$ cat src/core/ebt_pkg.sv
package ebt_pkg;

   // ==========================================================
   // Register map (word index on the 3-bit register address)
   localparam logic [2:0] EBT_OFS_CTRL  = 3'h0;
   localparam logic [2:0] EBT_OFS_COUNT = 3'h1;
   localparam logic [2:0] EBT_OFS_CMP   = 3'h2;
   localparam logic [2:0] EBT_OFS_FLAG  = 3'h3;
   localparam logic [2:0] EBT_OFS_MASK  = 3'h4;

   // ==========================================================
   // Field positions and values
   localparam int         EBT_FORCE_BIT = 7;
   localparam int         EBT_OVF_BIT   = 0;
   localparam int         EBT_CMP_BIT   = 1;
   localparam logic [7:0] EBT_BOTTOM    = 8'h00;
   localparam logic [7:0] EBT_MAX       = 8'hFF;
   localparam logic [7:0] EBT_ZERO8     = 8'h00;
   localparam logic [1:0] EBT_MASK_RST  = 2'h0;

   // ==========================================================
   // Clock select codes and prescaler tap masks
   localparam logic [2:0] EBT_CS_STOP     = 3'h0;
   localparam logic [2:0] EBT_CS_DIV1     = 3'h1;
   localparam logic [2:0] EBT_CS_DIV8     = 3'h2;
   localparam logic [2:0] EBT_CS_DIV64    = 3'h3;
   localparam logic [2:0] EBT_CS_DIV256   = 3'h4;
   localparam logic [2:0] EBT_CS_DIV1024  = 3'h5;
   localparam logic [2:0] EBT_CS_EXT_FALL = 3'h6;
   localparam logic [2:0] EBT_CS_EXT_RISE = 3'h7;
   localparam logic [9:0] EBT_TAP8        = 10'h007;
   localparam logic [9:0] EBT_TAP64       = 10'h03F;
   localparam logic [9:0] EBT_TAP256      = 10'h0FF;
   localparam logic [9:0] EBT_TAP1024     = 10'h3FF;

   // ==========================================================
   // Compare output actions
   localparam logic [1:0] EBT_COM_OFF    = 2'h0;
   localparam logic [1:0] EBT_COM_TOGGLE = 2'h1;
   localparam logic [1:0] EBT_COM_CLEAR  = 2'h2;
   localparam logic [1:0] EBT_COM_SET    = 2'h3;

   typedef enum logic [1:0] {
      EBT_NORMAL = 2'h0,
      EBT_PHASE  = 2'h1,
      EBT_CTC    = 2'h2,
      EBT_FAST   = 2'h3
   } ebt_mode_t;

   typedef struct packed {
      logic       force_compare_strobe;
      logic       waveform_mode_low;
      logic [1:0] compare_output_mode;
      logic       waveform_mode_high;
      logic [2:0] clock_select;
   } ebt_ctrl_t;

   localparam ebt_ctrl_t EBT_CTRL_RST = 8'h00;

   typedef struct packed {
      logic [2:0] addr;
      logic [7:0] wdata;
      logic       wr;
      logic       rd;
   } ebt_bus_t;

endpackage : ebt_pkg

$ cat src/core/ebt_timer.sv
// Implementation choices: the register addresses and the plain strobed port.
`timescale 1ns/10ps
// Contract
// - Counter is 8 bits, bottom 00, max FF.
// - Top is FF or compare value per mode.
// - Clock select zero stops the counter.
// - Each timer tick clears, increments or decrements.
// - Processor reads and writes counter any time.
// - Processor counter write beats count or clear.
// - Comparator flags equality of counter and compare.
// - Match sets compare flag on next tick.
// - Compare request needs flag, enable, global enable.
// - Compare flag clears on service or write-one.
// - Overflow flag set per mode, requests interrupt.
// - Compare buffered in PWM, direct otherwise.
// - Buffer moves to active only at top/bottom.
// - Processor compare access hits buffer when buffered.
// - Force strobe acts like match, no flag; ignored in PWM modes.
// - Counter write blocks match on next tick.
// - Compare output state survives mode changes.
// - Output mode bits act immediately, unbuffered.
// - Requests visible in flag reg, individually masked.
// - Clock select picks source and active edge.
// - Codes 1..5 give divide 1,8,64,256,1024.
// - Codes 7/6 count rising/falling external edges.
// - Mode 0 counts up, wraps, overflow at zero.
// - Mode 2 clears counter on compare match.
module ebt_timer (
   input  wire logic             core_clk,
   input  wire logic             reset,
   input  wire ebt_pkg::ebt_bus_t bus_req,
   output logic [7:0]            rdata,
   input  wire logic             external_event_pin,
   input  wire logic             global_irq_enable,
   input  wire logic             compare_irq_ack,
   input  wire logic             overflow_irq_ack,
   output logic                  compare_output,
   output logic                  compare_irq,
   output logic                  overflow_irq
);

   // ==========================================================
   // Clock source selection
   function automatic logic ebt_sel_tick(
      input logic [2:0] cs,
      input logic [9:0] p,
      input logic       rise,
      input logic       fall
   );
      logic t;
      t = 1'h0;
      case (cs)
         ebt_pkg::EBT_CS_DIV1:
            t = 1'h1;
         ebt_pkg::EBT_CS_DIV8:
            t = (p & ebt_pkg::EBT_TAP8) == ebt_pkg::EBT_TAP8;
         ebt_pkg::EBT_CS_DIV64:
            t = (p & ebt_pkg::EBT_TAP64) == ebt_pkg::EBT_TAP64;
         ebt_pkg::EBT_CS_DIV256:
            t = (p & ebt_pkg::EBT_TAP256) == ebt_pkg::EBT_TAP256;
         ebt_pkg::EBT_CS_DIV1024:
            t = (p & ebt_pkg::EBT_TAP1024) == ebt_pkg::EBT_TAP1024;
         ebt_pkg::EBT_CS_EXT_FALL:
            t = fall;
         ebt_pkg::EBT_CS_EXT_RISE:
            t = rise;
         default:
            t = 1'h0;
      endcase
      return t;
   endfunction : ebt_sel_tick

   // PWM output action: clear mode drives hit_level, set mode its inverse
   function automatic logic ebt_pwm_act(
      input logic       cur,
      input logic [1:0] com,
      input logic       hit_level
   );
      logic v;
      v = cur;
      case (com)
         ebt_pkg::EBT_COM_CLEAR: v = hit_level;
         ebt_pkg::EBT_COM_SET:   v = ~hit_level;
         default:                v = cur;
      endcase
      return v;
   endfunction : ebt_pwm_act

   // ==========================================================
   // State
   ebt_pkg::ebt_ctrl_t ctrl_r;
   logic [7:0]         count_value_r;
   logic [7:0]         cmp_active_r;
   logic [7:0]         cmp_buf_r;
   logic [1:0]         mask_r;
   logic               cmp_flag_r;
   logic               ovf_flag_r;
   logic               block_r;
   logic               down_r;
   logic               oc_r;
   logic [9:0]         presc_r;
   logic               ext_meta_r;
   logic               ext_sync_r;
   logic               ext_prev_r;
   logic [7:0]         rdata_r;
   logic               cmp_irq_r;
   logic               ovf_irq_r;

   // ==========================================================
   // Bus decode
   wire wr_ctrl  = bus_req.wr && (bus_req.addr == ebt_pkg::EBT_OFS_CTRL);
   wire wr_cnt   = bus_req.wr && (bus_req.addr == ebt_pkg::EBT_OFS_COUNT);
   wire wr_cmp   = bus_req.wr && (bus_req.addr == ebt_pkg::EBT_OFS_CMP);
   wire wr_flag  = bus_req.wr && (bus_req.addr == ebt_pkg::EBT_OFS_FLAG);
   wire wr_mask  = bus_req.wr && (bus_req.addr == ebt_pkg::EBT_OFS_MASK);

   wire ebt_pkg::ebt_mode_t mode = ebt_pkg::ebt_mode_t'(
      {ctrl_r.waveform_mode_high, ctrl_r.waveform_mode_low});
   wire pwm = (mode == ebt_pkg::EBT_PHASE) || (mode == ebt_pkg::EBT_FAST);

   // ==========================================================
   // Timer clock enable
   wire ext_rise = ext_sync_r & ~ext_prev_r;
   wire ext_fall = ~ext_sync_r & ext_prev_r;
   // Stop code yields no tick at all
   wire timer_clock_enable = ebt_sel_tick(ctrl_r.clock_select, presc_r,
                                          ext_rise, ext_fall);

   // ==========================================================
   // Counter and compare
   wire at_max   = count_value_r == ebt_pkg::EBT_MAX;
   wire at_bot   = count_value_r == ebt_pkg::EBT_BOTTOM;
   wire match    = count_value_r == cmp_active_r;
   wire match_ok = match & ~block_r;
   // Dual slope turns round at max and at bottom
   wire phase_down = at_max | (down_r & ~at_bot);

   // Top is the compare value in mode 2, max elsewhere
   wire [7:0] count_step =
      ((mode == ebt_pkg::EBT_CTC) && match_ok)  ? ebt_pkg::EBT_BOTTOM :
      ((mode == ebt_pkg::EBT_FAST) && at_max)   ? ebt_pkg::EBT_BOTTOM :
      ((mode == ebt_pkg::EBT_PHASE) && phase_down) ?
         count_value_r - 8'h01 : count_value_r + 8'h01;

   // Processor write wins over any tick
   wire [7:0] count_nxt = wr_cnt ? bus_req.wdata :
                          timer_clock_enable ? count_step : count_value_r;
   // Blocking lasts until the next tick, even while stopped
   wire block_nxt = wr_cnt ? 1'h1 : timer_clock_enable ? 1'h0 : block_r;
   wire down_nxt  = (mode != ebt_pkg::EBT_PHASE) ? 1'h0 :
                    (timer_clock_enable && !wr_cnt) ? phase_down : down_r;

   // Buffer always follows writes; active copy follows only outside PWM
   wire top_load = pwm && timer_clock_enable && at_max;
   wire [7:0] cmp_buf_nxt = wr_cmp ? bus_req.wdata : cmp_buf_r;
   wire [7:0] cmp_active_nxt =
      (wr_cmp && !pwm) ? bus_req.wdata :
      top_load ? cmp_buf_r : cmp_active_r;

   // ==========================================================
   // Flags; a set in the same cycle as a clear wins
   wire cmp_set = timer_clock_enable && match_ok;
   // Overflow at max-to-zero, or at bottom in dual slope
   wire ovf_set = timer_clock_enable &&
                  ((mode == ebt_pkg::EBT_PHASE) ? at_bot : at_max);
   wire cmp_clr = (wr_flag && bus_req.wdata[ebt_pkg::EBT_CMP_BIT]) ||
                  compare_irq_ack;
   wire ovf_clr = (wr_flag && bus_req.wdata[ebt_pkg::EBT_OVF_BIT]) ||
                  overflow_irq_ack;
   wire cmp_flag_nxt = cmp_set | (cmp_flag_r & ~cmp_clr);
   wire ovf_flag_nxt = ovf_set | (ovf_flag_r & ~ovf_clr);

   // ==========================================================
   // Compare output; mode bits read live, never buffered
   wire [1:0] com = ctrl_r.compare_output_mode;
   wire force_hit = wr_ctrl && bus_req.wdata[ebt_pkg::EBT_FORCE_BIT] &&
                    !pwm;
   wire np_hit = cmp_set || force_hit;
   wire oc_np  = (com == ebt_pkg::EBT_COM_TOGGLE) ? ~oc_r :
                 (com == ebt_pkg::EBT_COM_CLEAR)  ? 1'h0 :
                 (com == ebt_pkg::EBT_COM_SET)    ? 1'h1 : oc_r;
   // Fast PWM: the bottom action wins when compare equals max
   wire oc_fast = !timer_clock_enable ? oc_r :
                  at_max ? ebt_pwm_act(oc_r, com, 1'h1) :
                  match_ok ? ebt_pwm_act(oc_r, com, 1'h0) : oc_r;
   wire oc_phase = cmp_set ? ebt_pwm_act(oc_r, com, phase_down) : oc_r;
   // No reset on mode change: only events move this state
   wire oc_nxt = (mode == ebt_pkg::EBT_FAST)  ? oc_fast :
                 (mode == ebt_pkg::EBT_PHASE) ? oc_phase :
                 np_hit ? oc_np : oc_r;

   // ==========================================================
   // Read mux; force bit always reads zero
   wire [7:0] rd_mux =
      (bus_req.addr == ebt_pkg::EBT_OFS_CTRL)  ? ctrl_r :
      (bus_req.addr == ebt_pkg::EBT_OFS_COUNT) ? count_value_r :
      (bus_req.addr == ebt_pkg::EBT_OFS_CMP)   ?
         (pwm ? cmp_buf_r : cmp_active_r) :
      (bus_req.addr == ebt_pkg::EBT_OFS_FLAG)  ?
         {6'h00, cmp_flag_r, ovf_flag_r} :
      (bus_req.addr == ebt_pkg::EBT_OFS_MASK)  ? {6'h00, mask_r} :
      ebt_pkg::EBT_ZERO8;
   wire [7:0] rdata_nxt = bus_req.rd ? rd_mux : ebt_pkg::EBT_ZERO8;

   wire ebt_pkg::ebt_ctrl_t ctrl_nxt = wr_ctrl ?
      {1'h0, bus_req.wdata[6:0]} : ctrl_r;
   wire [1:0] mask_nxt = wr_mask ? bus_req.wdata[1:0] : mask_r;

   // Requests masked individually and by the core's global enable
   wire cmp_irq_nxt = cmp_flag_r & mask_r[ebt_pkg::EBT_CMP_BIT] &
                      global_irq_enable;
   wire ovf_irq_nxt = ovf_flag_r & mask_r[ebt_pkg::EBT_OVF_BIT] &
                      global_irq_enable;

   // ==========================================================
   // Registers
   always_ff @(posedge core_clk) begin
      ext_meta_r <= external_event_pin;
      ext_sync_r <= ext_meta_r;
      ext_prev_r <= ext_sync_r;
   end

   always_ff @(posedge core_clk) begin
      if (reset) begin
         ctrl_r        <= ebt_pkg::EBT_CTRL_RST;
         count_value_r <= ebt_pkg::EBT_ZERO8;
         cmp_active_r  <= ebt_pkg::EBT_ZERO8;
         cmp_buf_r     <= ebt_pkg::EBT_ZERO8;
         mask_r        <= ebt_pkg::EBT_MASK_RST;
         cmp_flag_r    <= 1'h0;
         ovf_flag_r    <= 1'h0;
         block_r       <= 1'h0;
         down_r        <= 1'h0;
         oc_r          <= 1'h0;
         presc_r       <= 10'h000;
         rdata_r       <= ebt_pkg::EBT_ZERO8;
         cmp_irq_r     <= 1'h0;
         ovf_irq_r     <= 1'h0;
      end else begin
         ctrl_r        <= ctrl_nxt;
         count_value_r <= count_nxt;
         cmp_active_r  <= cmp_active_nxt;
         cmp_buf_r     <= cmp_buf_nxt;
         mask_r        <= mask_nxt;
         cmp_flag_r    <= cmp_flag_nxt;
         ovf_flag_r    <= ovf_flag_nxt;
         block_r       <= block_nxt;
         down_r        <= down_nxt;
         oc_r          <= oc_nxt;
         presc_r       <= presc_r + 10'h001;
         rdata_r       <= rdata_nxt;
         cmp_irq_r     <= cmp_irq_nxt;
         ovf_irq_r     <= ovf_irq_nxt;
      end
   end

   assign rdata          = rdata_r;
   assign compare_output = oc_r;
   assign compare_irq    = cmp_irq_r;
   assign overflow_irq   = ovf_irq_r;
endmodule : ebt_timer

$ cat config.mk
export PLATFORM = sky130hd
export DESIGN_NAME = ebt_timer
export DESIGN_NICKNAME = d
export VERILOG_FILES = /design/src/core/ebt_pkg.sv /design/src/core/ebt_timer.sv
export SDC_FILE = /design/constraint.sdc
export NUM_CORES = 1
export LEC_CHECK = 0
export BUFFER_PORTS_ARGS = -buffer_cell sky130_fd_sc_hd__buf_4
export CORE_ASPECT_RATIO = 1.1
export CORE_MARGIN = 4
export CORE_UTILIZATION = 59
export DETAILED_ROUTE_END_ITERATION = 10
export GPL_ROUTABILITY_DRIVEN = 0
export PLACE_DENSITY = 0.79
export SLEW_MARGIN = 20
export SYNTH_ARGS = -nofsm -noshare
export SYNTH_HDL_FRONTEND = slang
export SYNTH_SLANG_ARGS = --single-unit
$ cat constraint.sdc
create_clock -name core_clk -period 3.6 [get_ports core_clk]
set_input_delay 0.36 -clock core_clk [delete_from_list [all_inputs] [get_ports core_clk]]
set_output_delay 0.36 -clock core_clk [all_outputs]
set_load 0.1 [all_outputs]
==> impl_metrics.ini <==
[status]
status = complete, no violations

[timing]
rsz0062_at_grt = no
tns_ps = 0
setup-violations-final = 0
hold_viol_final = 0
min_period_ps = 3180
period_share_pct = 88.4
slew_headroom_pct = 39.5
clock.fmax_mhz = 314
slew_viol_final = 0
tightest_slew_ps = 905
timing.final.ws_setup_ps = 417
fin_skew_ps = 4.88

[min_path]
hp-start = external_event_pin
whs_endpoint = ext_meta_r$_DFF_P_
whs_path_depth = 1
hold_path_class = in2reg

[pwr]
total_leakage_power_nw = 1.41
powerDensity_nw_per_um2 = 378
ir_worst_vdd_v = 0.000265

[grt]
grt_pass1_wl_mm = 14.2
met3_usage_pct = 5.69
antenna_found_initial = 0
grt_pass1_vias = 2913
met1_usage_pct = 33.5
gr-total-overflow = 0
grt-busiest-layer = met2
grt_max_degree = 51
grt_usage_pct = 26.3
grt_util_met2_pct = 42.9

[synthesis]
avgSynthCellArea_um2 = 8.51
synth-async-reset-ratio_pct = 0
synth.yosys.seq_area_share_pct = 36.5
synth_cells = 393
synth_seq_cells = 61
synth-main-ff-cell = dfxtp_1
synth_edf_count = 0
yosys_warnings = 0
synth_cell_types = 59
synth_area_um2 = 3340
synth.net_count = 417

[cts]
cts-root-buf = clkbuf_8
clock_sinks = 61
cts_resized = 0
cts.clk_slew.worst_paths_ps = 60
postCtsSetupRepairBufs = 0
cts_max_path_buffers = 2
hold_buffers = 0
htree_levels = 3
cts_tree = done
clk_latency_ps = 340
cts_buffers = 9

[worst_setup_path]
reg2reg_depth = 11
critPathSlowestCell = nor4_2
crit_type = reg2reg
r2r_start = count_value_r[0]$_SDFFE_PP0P_
r2r-end = count_value_r[7]$_SDFFE_PP0P_
cp-end-kind = flop
slowest_delay_ps = 460
worstPathArrival_ps = 3390
crit_fanout = 10
rrSetupSlack_ps = 420
path_cells = nor4_2 -> a21boi_1 -> o21ai_2 -> inv_1 -> ha_1 -> or4_1 -> o21ai_0 -> and3_1 -> a31oi_1 -> a211oi_1 -> nor3_1
crit_path_start_kind = flop
crit_required_ps = 3810

[place]
dp_hpwl_mm = 6.06
portBuffers = 29
pre_cts_ws_ps = 512
numPlacedInstances = 483

[final_layout]
area_growth_pct = 13.8
antenna_cells = 0
final_common_cell = dfxtp_1
final_cells = 498
mostFrequentLayoutCells = 61 x dfxtp_1, 46 x nor2_1, 38 x buf_4
fin_nets = 443
layout-drive-gt1-share_pct = 16.3

[floorplanning]
die_area_um2 = 6940
start_util_pct = 61.6
fp.dieW_um = 79.8
coreArea_um2 = 5430
io_pins = 30
std_cell_rows = 28
die_h_um = 87.0

[run]
cap_violations = 0

[routing]
drtPass1Iterations = 5
routed_via_density = 6.18
drt_iter0_drc = 370
drc = 0
wl_per_cell_um = 17.2
routed_wl_mm = 8.57
vias = 3078
antenna_left = 0
## cell type report
cell class	count	area, um^2
timing repair buffer	38	285
tap	75	93.8
fill	451	1620
clock inverter	2	16.3
sequential	61	1220
inverter	5	18.8
clock buffer	13	179
multi-input combinational	304	1990
## cell families after synthesis
kind of cell	after synthesis	share of synthesized area (%)
AOI/OAI and AO/OA	92	19.5
xor gates and xnor gates	18	4.71
adders and majority gates	5	1.87
buffers and inverters	28	3.89
DFF	61	36.5
muxes	31	9.39
and+or+nand+nor	158	24.2
## critical path: cells and delay by family (launching register included)
kind                       cells  cell delay, ps
adders and majority gates      1             310
AOI/OAI and AO/OA              5            1030
and+or+nand+nor                4            1140
buffers and inverters          1             160
DFF                            1             420
## metrics by stage
step	util, %	power, mW	cell area, um^2	hold slack, ps
3_5_place_dp	66.5	0.864	3610	326
4_1_cts	70.1	1.44	3810	114
2_1_floorplan	-	0.811	3340	310
5_1_grt	70.1	1.49	3810	112
6_report	70.1	1.44	3810	121
3_3_place_gp	66.5	0.861	3610	314
## worst max path at each step
stage,startpoint,slack (ps),depth (start not counted),end
6_report,count_value_r[0]$_SDFFE_PP0P_,420,11,count_value_r[7]$_SDFFE_PP0P_
3_3_place_gp,count_value_r[1]$_SDFFE_PP0P_,600,11,count_value_r[7]$_SDFFE_PP0P_
2_1_floorplan,count_value_r[0]$_SDFFE_PP0P_,720,13,count_value_r[7]$_SDFFE_PP0P_
4_1_cts,count_value_r[0]$_SDFFE_PP0P_,480,11,count_value_r[7]$_SDFFE_PP0P_
3_5_place_dp,count_value_r[0]$_SDFFE_PP0P_,510,11,count_value_r[7]$_SDFFE_PP0P_
5_1_grt,count_value_r[0]$_SDFFE_PP0P_,10,11,count_value_r[7]$_SDFFE_PP0P_
## flip-flops by register name, summed over array words and instances (netlist names), 2 cells and up
name,cells
presc_r,10
cmp_active_r,8
cmp_buf_r,8
count_value_r,8
rdata,8
ctrl_r,5
com,2
mask_r,2
## cell usage after synthesis, types with 3 or more instances
cell      number  area (um^2)
inv_1          5         18.8
clkbuf_1      12         45.0
ha_1           5         62.6
o31ai_1        4         30.0
buf_6          3         33.8
nand3b_1       3         22.5
a21oi_1       28          140
dfxtp_1       61         1220
xor2_1         6         52.6
xnor2_1       12          105
and2_1         3         18.8
o21ai_0        8         40.0
nor3_1         7         35.0
o22ai_1        7         43.8
nand2b_1      10         62.6
mux2_2         3         33.8
nor2_1        46          173
and3b_1        3         26.3
or3_1          7         43.8
a31oi_1        7         43.8
nor2b_1        8         50.1
nor3b_1        3         22.5
nand2_1       34          128
nand3_1       14         70.1
and3_1         6         37.5
mux2i_1       28          280
a211oi_1      11         82.6
o211ai_1       4         30.0
buf_1          6         22.5
## metal layers
| layer | part of all wire (%) | vias to the layer above |
|---|---|---|
| li1 | - | 1469 |
| met1 | 43 | 1433 |
| met2 | 47 | 144 |
| met3 | 7.2 | 32 |
| met4 | 3.5 | 0 |
| met5 | 0 | - |
## report_power, final
group          switching (mW)  internal, mW  leakage (nW)  total, mW
clock network           0.263         0.322        0.0977      0.586
logic                  0.0843        0.0583         0.817      0.143
registers              0.0184         0.691         0.495      0.709
(Power assumes the default switching activity.)
